===== config.mk =====
export PLATFORM = sky130hd
export DESIGN_NAME = sep_top
export DESIGN_NICKNAME = d
export VERILOG_FILES = /design/src/common/sep_pkg.sv /design/src/logic/sep_top.sv /design/src/logic/sep_shift.sv
export SDC_FILE = /design/constraint.sdc
export NUM_CORES = 1
export LEC_CHECK = 0
export BUFFER_PORTS_ARGS = -buffer_cell sky130_fd_sc_hd__buf_2
export CELL_PAD_IN_SITES_DETAIL_PLACEMENT = 2
export CELL_PAD_IN_SITES_GLOBAL_PLACEMENT = 2
export CORE_MARGIN = 3
export CORE_UTILIZATION = 34
export CTS_BUF_LIST = sky130_fd_sc_hd__clkbuf_16
export CTS_CLUSTER_DIAMETER = 100
export DETAILED_ROUTE_END_ITERATION = 8
export PLACE_DENSITY_LB_ADDON = 0.05
export SLEW_MARGIN = 20
export SYNTH_ARGS = -nofsm -noshare
export SYNTH_HDL_FRONTEND = slang
export SYNTH_SLANG_ARGS = --single-unit

===== constraint.sdc =====
create_clock -name CLK -period 6.51 [get_ports CLK]
set_input_delay 1.302 -clock CLK [delete_from_list [all_inputs] [get_ports CLK]]
set_output_delay 1.302 -clock CLK [all_outputs]
set_load 0.02 [all_outputs]

===== src/common/sep_pkg.sv =====
// Purpose: constants and types for the serial memory command port
// Assumes: 50 MHz core clock, memory with two address bytes
// Notes: shared by the controller top and its serial shifter
package sep_pkg;
  localparam logic [11:0] SEP_CSR_OFS  = 12'h260;
  localparam logic [11:0] SEP_BUF_OFS  = 12'h264;
  localparam logic [11:0] SEP_FREQ_OFS = 12'h268;
  localparam int SEP_BLK_LSB   = 0;
  localparam int SEP_BLK_W     = 13;
  localparam int SEP_OP_LSB    = 13;
  localparam int SEP_PRES_LSB  = 16;
  localparam int SEP_PEND_BIT  = 18;
  localparam int SEP_TOP_BIT   = 20;
  localparam int SEP_WID_LSB   = 22;
  localparam int SEP_SDATA_LSB = 24;
  localparam logic [12:0] SEP_BLK_RST   = 13'h0000;
  localparam logic [7:0]  SEP_SDATA_RST = 8'h00;
  localparam logic [31:0] SEP_BUF_RST   = 32'h0000_0000;
  localparam logic [2:0]  SEP_FREQ_RST  = 3'h0;
  localparam logic [7:0]  SEP_WP_MASK   = 8'h8c;
  localparam logic [7:0]  SEP_SIG       = 8'h5a;
  localparam logic [7:0]  SEP_NO_DEV    = 8'hff;
  localparam logic [7:0]  SPI_WRSR  = 8'h01;
  localparam logic [7:0]  SPI_WRITE = 8'h02;
  localparam logic [7:0]  SPI_READ  = 8'h03;
  localparam logic [7:0]  SPI_WRDI  = 8'h04;
  localparam logic [7:0]  SPI_RDSR  = 8'h05;
  localparam logic [7:0]  SPI_WREN  = 8'h06;
  localparam logic [1:0]  PRES_NONE  = 2'h0;
  localparam logic [1:0]  PRES_OK    = 2'h1;
  localparam logic [1:0]  PRES_NOSIG = 2'h3;
  localparam logic [1:0]  WID_NONE   = 2'h0;
  localparam logic [1:0]  WID_TWO    = 2'h2;
  localparam logic [5:0]  SEP_BITS_OP  = 6'h08;
  localparam logic [5:0]  SEP_BITS_SR  = 6'h10;
  localparam logic [5:0]  SEP_BITS_SIG = 6'h20;
  localparam logic [5:0]  SEP_BITS_WD  = 6'h38;
  localparam int SEP_CLK_KHZ = 50000;
  localparam int SEP_F0_KHZ  = 1000;
  localparam int SEP_F1_KHZ  = 1980;
  localparam int SEP_F2_KHZ  = 5000;
  localparam int SEP_F3_KHZ  = 9620;
  localparam int SEP_F4_KHZ  = 12500;
  localparam int SEP_F5_KHZ  = 15600;
  // half serial clock periods in core cycles, rounded up
  localparam logic [4:0] SEP_H0 = 5'((SEP_CLK_KHZ + 2*SEP_F0_KHZ - 1) / (2*SEP_F0_KHZ));
  localparam logic [4:0] SEP_H1 = 5'((SEP_CLK_KHZ + 2*SEP_F1_KHZ - 1) / (2*SEP_F1_KHZ));
  localparam logic [4:0] SEP_H2 = 5'((SEP_CLK_KHZ + 2*SEP_F2_KHZ - 1) / (2*SEP_F2_KHZ));
  localparam logic [4:0] SEP_H3 = 5'((SEP_CLK_KHZ + 2*SEP_F3_KHZ - 1) / (2*SEP_F3_KHZ));
  localparam logic [4:0] SEP_H4 = 5'((SEP_CLK_KHZ + 2*SEP_F4_KHZ - 1) / (2*SEP_F4_KHZ));
  localparam logic [4:0] SEP_H5 = 5'((SEP_CLK_KHZ + 2*SEP_F5_KHZ - 1) / (2*SEP_F5_KHZ));
  typedef enum logic [2:0] {
    OP_RSV0 = 3'h0,
    OP_WRSR = 3'h1,
    OP_WRITE = 3'h2,
    OP_READ = 3'h3,
    OP_WRDI = 3'h4,
    OP_RDSR = 3'h5,
    OP_WREN = 3'h6,
    OP_RSV7 = 3'h7
  } sep_op_t;
  typedef enum logic [3:0] {
    ST_BOOT_SR = 4'h1,
    ST_BOOT_RD = 4'h2,
    ST_IDLE    = 4'h4,
    ST_RUN     = 4'h8
  } sep_state_t;
endpackage


===== src/logic/sep_top.sv =====
// Purpose: command and status port of the serial memory controller
// Assumes: memory uses two address bytes and a byte-wide status register
// Notes: writes to the command word or buffer are ignored while pending
`timescale 1ns/1ps
module sep_top
  import sep_pkg::*;
(
  input  wire logic        CLK,        // core clock, 50 MHz
  input  wire logic        RST_N,      // asynchronous reset, active low
  input  wire logic        REG_WR,     // register write strobe
  input  wire logic        REG_RD,     // register read strobe
  input  wire logic [11:0] REG_ADDR,   // register byte address
  input  wire logic [31:0] REG_WDATA,  // register write data
  output logic [31:0]      REG_RDATA,  // register read data, one cycle after REG_RD
  output logic             MEM_SCLK,   // memory serial clock pin
  output logic             MEM_CS_N,   // memory chip select, active low
  output logic             MEM_MOSI,   // memory serial data out
  input  wire logic        MEM_MISO    // memory serial data in
);
  import sep_pkg::*;

  logic        rst_meta_q, rst_sync_q, rst_n_i;
  logic [12:0] blk_q, blk_d;
  logic        top_q, top_d;
  logic [2:0]  op_q, op_d;
  logic [7:0]  sdata_q, sdata_d;
  logic [31:0] buf_q, buf_d;
  logic [2:0]  freq_q, freq_d;
  logic [1:0]  pres_q, pres_d;
  logic [1:0]  wid_q, wid_d;
  logic [2:0]  cur_q, cur_d;
  logic [31:0] rdata_q, rdata_d;
  sep_state_t  st_q, st_d;
  logic        start_d, boot_q;
  logic [55:0] tx_d;
  logic [5:0]  nbits_d;
  logic [4:0]  half;
  logic        eng_busy, eng_done;
  logic [31:0] eng_rx;
  logic [31:0] csr_rd, rx_swap;
  logic [15:0] byte_addr;
  logic        pend;
  logic        csr_wr, buf_wr, freq_wr, op_ok;

  always_ff @(posedge CLK or negedge RST_N)
  begin
    if (!RST_N)
    begin
      rst_meta_q <= 1'b0;
      rst_sync_q <= 1'b0;
    end
    else
    begin
      rst_meta_q <= 1'b1;
      rst_sync_q <= rst_meta_q;
    end
  end
  assign rst_n_i = rst_sync_q;

  assign pend      = (st_q != ST_IDLE);
  assign csr_wr    = REG_WR && (REG_ADDR == SEP_CSR_OFS);
  assign buf_wr    = REG_WR && (REG_ADDR == SEP_BUF_OFS);
  assign freq_wr   = REG_WR && (REG_ADDR == SEP_FREQ_OFS);
  assign op_ok     = (REG_WDATA[SEP_OP_LSB +: 3] != OP_RSV0) &&
                     (REG_WDATA[SEP_OP_LSB +: 3] != OP_RSV7);
  assign byte_addr = {top_q, blk_q, 2'b00};
  assign rx_swap   = {eng_rx[7:0], eng_rx[15:8], eng_rx[23:16], eng_rx[31:24]};

  always_comb
  begin
    case (freq_q)
      3'h1: half = SEP_H1;
      3'h2: half = SEP_H2;
      3'h3: half = SEP_H3;
      3'h4: half = SEP_H4;
      3'h5: half = SEP_H5;
      3'h6: half = SEP_H5;
      default: half = SEP_H0;
    endcase
  end

  always_comb
  begin
    csr_rd = 32'h0;
    csr_rd[SEP_BLK_LSB +: SEP_BLK_W] = blk_q;
    csr_rd[SEP_OP_LSB +: 3]          = op_q;
    csr_rd[SEP_PRES_LSB +: 2]        = pres_q;
    csr_rd[SEP_PEND_BIT]             = pend;
    csr_rd[SEP_TOP_BIT]              = top_q;
    csr_rd[SEP_WID_LSB +: 2]         = wid_q;
    csr_rd[SEP_SDATA_LSB +: 8]       = sdata_q;
  end

  // frame to send for a given operation code
  function automatic logic [55:0] frame(input logic [2:0] op);
    case (op)
      OP_WRSR:  frame = {SPI_WRSR, sdata_q & SEP_WP_MASK, 40'h0};
      OP_WRITE: frame = {SPI_WRITE, byte_addr, buf_q[7:0], buf_q[15:8],
                         buf_q[23:16], buf_q[31:24]};
      OP_READ:  frame = {SPI_READ, byte_addr, 32'h0};
      OP_WRDI:  frame = {SPI_WRDI, 48'h0};
      OP_RDSR:  frame = {SPI_RDSR, 48'h0};
      OP_WREN:  frame = {SPI_WREN, 48'h0};
      default:  frame = 56'h0;
    endcase
  endfunction

  function automatic logic [5:0] frame_bits(input logic [2:0] op);
    case (op)
      OP_WRSR, OP_RDSR:  frame_bits = SEP_BITS_SR;
      OP_WRITE, OP_READ: frame_bits = SEP_BITS_WD;
      default:           frame_bits = SEP_BITS_OP;
    endcase
  endfunction

  always_comb
  begin
    blk_d   = blk_q;
    top_d   = top_q;
    op_d    = op_q;
    sdata_d = sdata_q;
    buf_d   = buf_q;
    freq_d  = freq_q;
    pres_d  = pres_q;
    wid_d   = wid_q;
    cur_d   = cur_q;
    st_d    = st_q;
    start_d = 1'b0;
    tx_d    = 56'h0;
    nbits_d = SEP_BITS_OP;
    rdata_d = rdata_q;
    if (REG_RD)
    begin
      if (REG_ADDR == SEP_CSR_OFS)
        rdata_d = csr_rd;
      else if (REG_ADDR == SEP_BUF_OFS)
        rdata_d = buf_q;
      else if (REG_ADDR == SEP_FREQ_OFS)
        rdata_d = {29'h0, freq_q};
      else
        rdata_d = 32'h0;
    end
    if (freq_wr)
      freq_d = REG_WDATA[2:0];
    case (st_q)
      ST_BOOT_SR:
      begin
        tx_d    = {SPI_RDSR, 48'h0};
        nbits_d = SEP_BITS_SR;
        start_d = boot_q && !eng_busy;
        if (eng_done)
        begin
          if (eng_rx[7:0] == SEP_NO_DEV)
          begin
            pres_d = PRES_NONE;
            st_d   = ST_IDLE;
          end
          else
          begin
            st_d = ST_BOOT_RD;
          end
        end
      end
      ST_BOOT_RD:
      begin
        tx_d    = {SPI_READ, 16'h0000, 32'h0};
        nbits_d = SEP_BITS_SIG;
        start_d = !eng_busy && !eng_done;
        if (eng_done)
        begin
          st_d = ST_IDLE;
          if (eng_rx[7:0] == SEP_SIG)
          begin
            pres_d = PRES_OK;
            wid_d  = WID_TWO;
          end
          else
          begin
            pres_d = PRES_NOSIG;
            wid_d  = WID_NONE;
          end
        end
      end
      ST_IDLE:
      begin
        if (buf_wr)
          buf_d = REG_WDATA;
        if (csr_wr)
        begin
          blk_d   = REG_WDATA[SEP_BLK_LSB +: SEP_BLK_W];
          top_d   = REG_WDATA[SEP_TOP_BIT];
          op_d    = REG_WDATA[SEP_OP_LSB +: 3];
          sdata_d = REG_WDATA[SEP_SDATA_LSB +: 8];
          if (op_ok)
          begin
            cur_d = REG_WDATA[SEP_OP_LSB +: 3];
            st_d  = ST_RUN;
          end
        end
      end
      ST_RUN:
      begin
        tx_d    = frame(cur_q);
        nbits_d = frame_bits(cur_q);
        start_d = !eng_busy && !eng_done;
        if (eng_done)
        begin
          st_d = ST_IDLE;
          if (cur_q == OP_READ)
            buf_d = rx_swap;
          else if (cur_q == OP_RDSR)
            sdata_d = eng_rx[7:0];
        end
      end
      default:
      begin
        st_d = ST_IDLE;
      end
    endcase
  end

  always_ff @(posedge CLK or negedge rst_n_i)
  begin
    if (!rst_n_i)
    begin
      blk_q   <= SEP_BLK_RST;
      top_q   <= 1'b0;
      op_q    <= OP_RSV0;
      sdata_q <= SEP_SDATA_RST;
      buf_q   <= SEP_BUF_RST;
      freq_q  <= SEP_FREQ_RST;
      pres_q  <= PRES_NONE;
      wid_q   <= WID_NONE;
      cur_q   <= OP_RSV0;
      st_q    <= ST_BOOT_SR;
      rdata_q <= 32'h0;
      boot_q  <= 1'b1;
    end
    else
    begin
      blk_q   <= blk_d;
      top_q   <= top_d;
      op_q    <= op_d;
      sdata_q <= sdata_d;
      buf_q   <= buf_d;
      freq_q  <= freq_d;
      pres_q  <= pres_d;
      wid_q   <= wid_d;
      cur_q   <= cur_d;
      st_q    <= st_d;
      rdata_q <= rdata_d;
      boot_q  <= boot_q && !start_d;
    end
  end

  assign REG_RDATA = rdata_q;

  sep_shift u_shift (
    .clk   (CLK),
    .rst_n (rst_n_i),
    .start (start_d),
    .half  (half),
    .nbits (nbits_d),
    .tx    (tx_d),
    .busy  (eng_busy),
    .done  (eng_done),
    .rx    (eng_rx),
    .sclk  (MEM_SCLK),
    .cs_n  (MEM_CS_N),
    .mosi  (MEM_MOSI),
    .miso  (MEM_MISO)
  );
endmodule


===== src/logic/sep_shift.sv =====
// Purpose: mode-0 serial shifter toward the external memory
// Assumes: tx is sent msb first, input sampled on the falling edge
// Notes: miso passes three flops and a two-of-two agreement filter
`timescale 1ns/1ps
module sep_shift
  import sep_pkg::*;
(
  input  wire logic        clk,      // core clock
  input  wire logic        rst_n,    // synchronised reset, active low
  input  wire logic        start,    // one-cycle start pulse
  input  wire logic [4:0]  half,     // half serial period in cycles
  input  wire logic [5:0]  nbits,    // bits in this frame
  input  wire logic [55:0] tx,       // frame, msb first
  output logic             busy,     // frame in progress
  output logic             done,     // one-cycle end of frame
  output logic [31:0]      rx,       // last 32 bits received
  output logic             sclk,     // serial clock pin
  output logic             cs_n,     // chip select pin, active low
  output logic             mosi,     // serial data out pin
  input  wire logic        miso      // serial data in pin
);
  logic [4:0]  cnt_q, cnt_d;
  logic [5:0]  bits_q, bits_d;
  logic [55:0] sh_q, sh_d;
  logic [31:0] rx_q, rx_d;
  logic        sclk_q, sclk_d;
  logic        cs_n_q, cs_n_d;
  logic        done_q, done_d;
  logic        s1_q, s2_q, s3_q, in_q, in_d;

  always_comb
  begin
    cnt_d  = cnt_q;
    bits_d = bits_q;
    sh_d   = sh_q;
    rx_d   = rx_q;
    sclk_d = sclk_q;
    cs_n_d = cs_n_q;
    done_d = 1'b0;
    in_d   = (s2_q == s3_q) ? s3_q : in_q;
    if (cs_n_q && start)
    begin
      cs_n_d = 1'b0;
      sh_d   = tx;
      bits_d = nbits;
      cnt_d  = half;
      sclk_d = 1'b0;
    end
    else if (!cs_n_q)
    begin
      if (cnt_q > 5'h01)
      begin
        cnt_d = cnt_q - 5'h01;
      end
      else
      begin
        cnt_d = half;
        if (!sclk_q)
        begin
          sclk_d = 1'b1;
        end
        else
        begin
          sclk_d = 1'b0;
          // filter output as it settles, so a two-cycle half period still lands
          rx_d   = {rx_q[30:0], in_d};
          sh_d   = {sh_q[54:0], 1'b0};
          bits_d = bits_q - 6'h01;
          if (bits_q == 6'h01)
          begin
            cs_n_d = 1'b1;
            done_d = 1'b1;
          end
        end
      end
    end
  end

  always_ff @(posedge clk or negedge rst_n)
  begin
    if (!rst_n)
    begin
      cnt_q  <= 5'h00;
      bits_q <= 6'h00;
      sh_q   <= 56'h0;
      rx_q   <= 32'h0;
      sclk_q <= 1'b0;
      cs_n_q <= 1'b1;
      done_q <= 1'b0;
      s1_q   <= 1'b0;
      s2_q   <= 1'b0;
      s3_q   <= 1'b0;
      in_q   <= 1'b0;
    end
    else
    begin
      cnt_q  <= cnt_d;
      bits_q <= bits_d;
      sh_q   <= sh_d;
      rx_q   <= rx_d;
      sclk_q <= sclk_d;
      cs_n_q <= cs_n_d;
      done_q <= done_d;
      s1_q   <= miso;
      s2_q   <= s1_q;
      s3_q   <= s2_q;
      in_q   <= in_d;
    end
  end

  assign busy = !cs_n_q;
  assign done = done_q;
  assign rx   = rx_q;
  assign sclk = sclk_q;
  assign cs_n = cs_n_q;
  assign mosi = sh_q[55];
endmodule


== Yosys cells after proc, flatten, opt, wreduce, memory -nomap -nowiden ==
Index checks and enable logic that the tools add are counted.

* Bits in registers: 212
* Output and inout bits: 35

* Mux-type cells: 53
* Bitwise logic cells: 3
* Add/subtract/negate cells: 2
* Order comparisons: 1
* Reduce and logical (&&, ||, !) cells: 28
* Eq/ne operators: 38

{| class="wikitable"
|+ Operators by type and width
! cell !! number
|-
| 51-bit case mux with 6 select lines || 1
|-
| 56-bit 2-to-1 mux || 4
|-
| 32-bit 2-to-1 mux || 5
|-
| 51-bit case mux with 3 select lines || 1
|-
| 32-bit case mux with 2 select lines || 1
|-
| 12-bit by 10-bit equality test with 1-bit output (second input constant) || 3
|-
| 8-bit 2-to-1 mux || 4
|-
| 6-bit 2-to-1 mux || 4
|-
| 5-bit case mux with 4 select lines || 1
|-
| 3-bit equality test (second input constant) || 6
|-
| 6-bit case mux with 3 select lines || 1
|-
| 4-bit 2-to-1 mux || 4
|-
| 2-bit inequality test (second input constant) || 8
|-
| 8-bit case mux with 2 select lines || 1
|-
| 4-bit AND reduction || 4
|-
| 5-bit 2-to-1 mux || 3
|-
| 3-bit by 2-bit equality test with 1-bit output (second input constant) || 4
|-
| 1-bit 2-to-1 mux || 12
|-
| 4-bit case mux with 3 select lines || 1
|-
| 6-bit case mux with 2 select lines || 1
|-
| 2-bit 2-to-1 mux || 5
|-
| 2-bit by 1-bit inequality test with 1-bit output (second input constant) || 5
|-
| 8-bit by 7-bit equality test with 1-bit output (second input constant) || 1
|-
| 8-bit equality test (second input constant) || 1
|-
| other kinds (25) || 44
|}

== Logic depth before layout (Yosys ltp) ==
* Word-level depth: 6
* Gate-level depth with buffers: 9
* Gate-level depth less buffers: 7

== By module ==
From an unflattened synthesis, not the netlist that was laid out.

* Cell total of the unflattened synthesis: 889
* Area, all modules: 10068.4 um^2

{| class="wikitable"
|+ Modules (own cells, without submodules)
! module !! sequential area each (um^2) !! instances !! area each (um^2) !! cells each
|-
| sep_top || 2630.0 || 1 || 5365.1 || 517
|-
| sep_shift || 2653.8 || 1 || 4703.3 || 372
|}

== Worst setup path after synthesis ==
Ideal clock, no wire load.

* Path type: input -> register
* Start: in REG_ADDR[8]
* End: reg sdata_q[6]
* Library setup time: 77 ps
* Data required time: 6433 ps
* Setup slack: 3662 ps
* Buffers on the path: 1
* Arrival time: 2770 ps
* Stages: 6
* Cells stage by stage: nor4b_2 -> nand4_1 -> a221oi_2 -> buf_2 -> nor2_1 -> a21oi_1

* Cells in the longest elaborated chain, start to end: 4

{| class="wikitable"
|+ Ends and longest elaborated chain
! item !! RTL line !! text
|-
| from (decl) || sep_top.sv:12 || <nowiki>input wire logic [11:0] REG_ADDR,</nowiki>
|-
| 12-bit by 10-bit equality test with 1-bit output || sep_top.sv:61 || <nowiki>assign csr_wr = REG_WR && (REG_ADDR == SEP_CSR_OFS);</nowiki>
|-
| 1-bit logical AND || sep_top.sv:61 ||
|-
| 2-bit inequality test (no source line) || - ||
|-
| 5-bit AND reduction (no source line) || - ||
|-
| to (signal assigned) || sep_top.sv:244 || <nowiki>sdata_q <= sdata_d;</nowiki>
|-
| to (decl) || sep_top.sv:26 || <nowiki>logic [7:0] sdata_q, sdata_d;</nowiki>
|}

Every way passes these cells.
A chain may end at the register's enable or synchronous reset.

== Worst setup path in the final report ==
* Start: in REG_ADDR[8]
* End: reg buf_q[2]

* Cells in the longest elaborated chain, start to end: 4

{| class="wikitable"
|+ Ends and longest elaborated chain
! item !! RTL line !! text
|-
| 12-bit by 10-bit equality test with 1-bit output || sep_top.sv:62 || <nowiki>assign buf_wr = REG_WR && (REG_ADDR == SEP_BUF_OFS);</nowiki>
|-
| 1-bit logical AND || sep_top.sv:62 ||
|-
| 2-bit inequality test (no source line) || - ||
|-
| 4-bit AND reduction (no source line) || - ||
|-
| to (signal assigned) || sep_top.sv:245 || <nowiki>buf_q <= buf_d;</nowiki>
|-
| to (decl) || sep_top.sv:27 || <nowiki>logic [31:0] buf_q, buf_d;</nowiki>
|}

Every way passes these cells.

==> results.tsv <==
stage	metric	value	unit
die	starting density of the core	0.346	
clock_network	count of clock tree sinks	211	
logic_synthesis	largest family of logic cells by synthesized area	simple AND/OR/NAND/NOR gates	
worst_setup_path	cell breakdown of the critical path	buf_2 -> nor4b_2 -> nand4_1 -> a221oi_4 -> buf_4 -> nor2_1 -> a31oi_1	
logic_synthesis	number of enable-type register cells in the synthesized netlist	0	
clock_network	post-cts sizing count	0	
clock_network	number of setup buffers added after CTS	0	
logic_synthesis	instance count of the mapped netlist	1042	
route	wire length per cell after detailed routing	20.5	um
worst_setup_path	largest delay contributor family on the critical path	compound AO/OA/AOI/OAI gates	
route	via count normalized by instance count	5.31	
global_route	remaining global-route overflow	0	
worst_setup_path	kind of critical path	in -> reg	
logic_synthesis	number of distinct standard cells referenced by the synthesized netlist	62	
pwr	pwr/cell area	322	nW/um^2
global_route	overall track demand over capacity in global routing	0.205	
route	drt pass-1 iters	6	
logic_synthesis	Mapped Area	9660	um^2
logic_synthesis	compound-cell area share of the yosys netlist	0.138	
timing	count of final setup violators	0	
logic_synthesis	cell type with the highest aggregate area in the netlist	sky130_fd_sc_hd__dfrtp_1	
final_layout	Layout Area Growth over Synthesis	16.5	%
timing	setup total negative slack	0	ns
pwr	leakage power total	5.32	nW
final_layout	most frequent cells in the layout	sky130_fd_sc_hd__nand2_1 (263), sky130_fd_sc_hd__dfrtp_1 (207), sky130_fd_sc_hd__buf_2 (83)	
die	number of placed I/O pins	84	
worst_setup_path	critical path launch point type	input pin	
worst_setup_path	maximum single-stage delay on the critical path	0.81	ns
timing	maximum clock frequency	295	MHz
clock_network	source-to-sink clock delay at the later pin of the worst-skew pair	0.53	ns
timing	Pins Over Slew Limit	0	
worst_setup_path	CP arrival	3.84	ns
logic_synthesis	sequential-to-total area share from yosys stat	0.547	
die	area enclosed by the die boundary	30500	um^2
clock_network	maximum buffer depth of the clock tree	3	
clock_network	number of buffers inserted for hold repair after clock tree synthesis	0	
route	final antenna-violating net count	0	
logic_synthesis	share of the synthesized netlist area taken by xor and xnor gates	0.00453	
hold_path	worst hold-check path type	reg -> async	
logic_synthesis	predominant post-synthesis flop cell	sky130_fd_sc_hd__dfrtp_1	
global_route	maximum number of pins on one net before global-route repair	65	
pwr	relative contribution of sequential cells to total power	0.473	
timing	slew margin rel.	0.311	
global_route	first-pass GRT wire length	50600	um
pwr	combinational cell fraction of total power	0.140	
pwr	P_sw	1.06	mW
timing	setup repair after global routing missed its margin	no	
logic_synthesis	number of warnings reported in the yosys synthesis log	0	
pwr	power consumption	3.62	mW
logic_synthesis	share of the synthesized area in the top cell type	0.539	
outcome	status	finished, final reports clean	
global_route	via count of the first global-routing pass	8874	
clock_network	CTS tree	built	
clock_network	TritonCTS Buffers	27	
die	Placeable Area	27900	um^2
pwr	Clock Power Share	0.387	
route	violation count after the first detailed-routing iteration	383	
route	post-route DRC violation count	0	
timing	clock skew	0.0134	ns
final_layout	antenna diode instance count	0	
die	Die X	175	um
worst_setup_path	Max stage delay cell, worst path	sky130_fd_sc_hd__a221oi_4	
worst_setup_path	largest fanout of any net on the critical path	48	
die	floorplan row count	61	
logic_synthesis	post-synthesis net count	1095	
route	total vias in the final route	7952	
global_route	number of antenna violations at the first check in global routing	1	
logic_synthesis	post-synthesis mux area share	0.0662	
final_layout	nets	1154	
worst_setup_path	Critical Path RT	6.96	ns
pwr	fraction of power spent switching nets	0.293	
timing	Final Hold Violating Endpoints	0	
logic_synthesis	async set-reset flop share out of synthesis	1.00	
logic_synthesis	Area contributors post-synth	sky130_fd_sc_hd__dfrtp_1 (54%), sky130_fd_sc_hd__nand2_1 (10%), sky130_fd_sc_hd__mux2i_1 (5.8%), sky130_fd_sc_hd__nor2_1 (3.1%), sky130_fd_sc_hd__o21ai_0 (3.1%)	
clock_network	level count of the clock H-tree	1	
final_layout	most common library cell in the layout ignoring fill and taps	sky130_fd_sc_hd__nand2_1	
timing	actual slew at the worst max-slew pin	1.03	ns
placement	final weighted congestion in routability-driven placement	0.766	
logic_synthesis	Synth Area in Adders	0.00621	
pwr	P_int	2.56	mW
final_layout	fraction of final layout cells with drive strength greater than 1	0.152	
placement	Port Buffers	83	
clock_network	Clock Root Buffer	sky130_fd_sc_hd__clkbuf_16	
logic_synthesis	mean instance size in the synthesized netlist	9.27	um^2
die	vertical extent of the die	175	um
pwr	worst IR drop on VDD	0.178	mV
placement	detailed placement HPWL	19700	um
clock_network	CTS clk-pin slew, worst paths	0.06	ns
logic_synthesis	count of state elements after synthesis	211	
timing	post-route minimum period	3.39	ns
job	maximum capacitance violations	0	
logic_synthesis	simple-gate portion of the synthesized area	0.200	
worst_setup_path	Crit path buffers/inverters	2	
route	final wirelength	30700	um
worst_setup_path	capturing element type of the critical path	register	
timing	period utilisation layout	0.521	
-- metrics by stage --
step / area, um^2 / utilization / setup WS, ns / hold slack [ns] / std cells
detailed placement: 10400 / 0.374 / 2.58 / 0.256 / 1450
CTS: 11300 / 0.403 / 3.12 / 0.260 / 1497
floorplan: 9660 / - / 0.200 / 0.331 / 1042
finish: 11300 / 0.403 / 3.12 / 0.239 / 1497
global placement: 10400 / 0.374 / 2.70 / 0.254 / 1450
global route: 11300 / 0.403 / 2.85 / 0.275 / 1497
-- state kept, by name, indices dropped and copies added (netlist names), 2 cells and up --
signal	cells
blk_q	13
u_shift.cnt_q	5
sdata_q	8
REG_RDATA	32
buf_q	32
st_q	4
freq_q	3
u_shift.sh_q	56
u_shift.bits_q	6
u_shift.rx	32
pres_q	2
op_q	3
cur_q	3
-- routing by layer --
metal	vias up	wire [um]	GRT usage
li1	3691	-	-
met1	4101	14200	0.283
met2	120	14900	0.352
met3	38	1190	0.0269
met4	2	453	0.0382
met5	-	8	0
-- worst paths after layout --
kind                                      start                           end  slack [ns]  depth (start not counted)
setup reg to reg            st_q[1]$_DFFE_PN0P_          buf_q[2]$_DFFE_PN0P_        3.42                          7
max in group asynchronous     rst_n_i$_DFF_PN0_  u_shift.cnt_q[1]$_DFFE_PN0P_        5.09                          1
hold reg to reg               rst_n_i$_DFF_PN0_         buf_q[30]$_DFFE_PN0P_        0.24                          0
hold / removal                rst_n_i$_DFF_PN0_         buf_q[30]$_DFFE_PN0P_        0.24                          0
min in group CLK           rst_meta_q$_DFF_PN0_             rst_n_i$_DFF_PN0_        0.35                          0
setup / recovery                    REG_ADDR[8]          buf_q[2]$_DFFE_PN0P_        3.12                          7
-- cell families (layout without fill, tap and decap cells) --
kind of cell	after synthesis	after routing
compound gates	217	217
xor+xnor	5	5
fa+ha+maj	5	5
buf+inv	92	169
flops	211	211
mux	63	63
other cells	1	1
simple gates	448	448
-- area by class of cell --
cell class / count / area [um^2]
fillers: 3125 / 16700
inverters: 21 / 78.8
multi-input cells: 739 / 4050
repair buffers: 101 / 551
clock inverters: 20 / 144
well taps: 378 / 473
flip-flops and latches: 211 / 5290
clock buffers: 27 / 676
-- cell usage after synthesis (3+ instances only) --
cell type and number:
sky130_fd_sc_hd__nand2_1 263, sky130_fd_sc_hd__inv_1 21, sky130_fd_sc_hd__mux2i_1 56, sky130_fd_sc_hd__dfrtp_1 208, sky130_fd_sc_hd__o22ai_1 7, sky130_fd_sc_hd__or4_1 6, sky130_fd_sc_hd__clkbuf_1 50, sky130_fd_sc_hd__nand4_1 7
sky130_fd_sc_hd__nor3_1 8, sky130_fd_sc_hd__and3_1 4, sky130_fd_sc_hd__a22oi_1 3, sky130_fd_sc_hd__nor4_1 4, sky130_fd_sc_hd__nand3_1 52, sky130_fd_sc_hd__a31oi_1 30, sky130_fd_sc_hd__or3_1 3, sky130_fd_sc_hd__ha_1 4
sky130_fd_sc_hd__a211oi_1 3, sky130_fd_sc_hd__nor2_1 80, sky130_fd_sc_hd__a21o_1 25, sky130_fd_sc_hd__xor2_1 3, sky130_fd_sc_hd__o21ai_1 5, sky130_fd_sc_hd__mux2_2 7, sky130_fd_sc_hd__nor4b_1 3, sky130_fd_sc_hd__buf_2 20
sky130_fd_sc_hd__a21oi_1 59, sky130_fd_sc_hd__o21bai_1 3, sky130_fd_sc_hd__o21ai_0 60, sky130_fd_sc_hd__dfstp_2 3
-- power groups by stage --
| stage | Combinational (mW) | Sequential [mW] | Clock (mW) |
|---|---|---|---|
| 6_report | 0.508 | 1.71 | 1.40 |
| 5_1_grt | 0.588 | 1.75 | 1.50 |
| 4_1_cts | 0.521 | 1.72 | 1.45 |
| 3_5_place_dp | 0.516 | 1.74 | 0 |
| 3_3_place_gp | 0.491 | 1.73 | 0 |
| 2_1_floorplan | 0.348 | 1.70 | 0 |
Note: power is estimated with default switching activity, not from simulation.
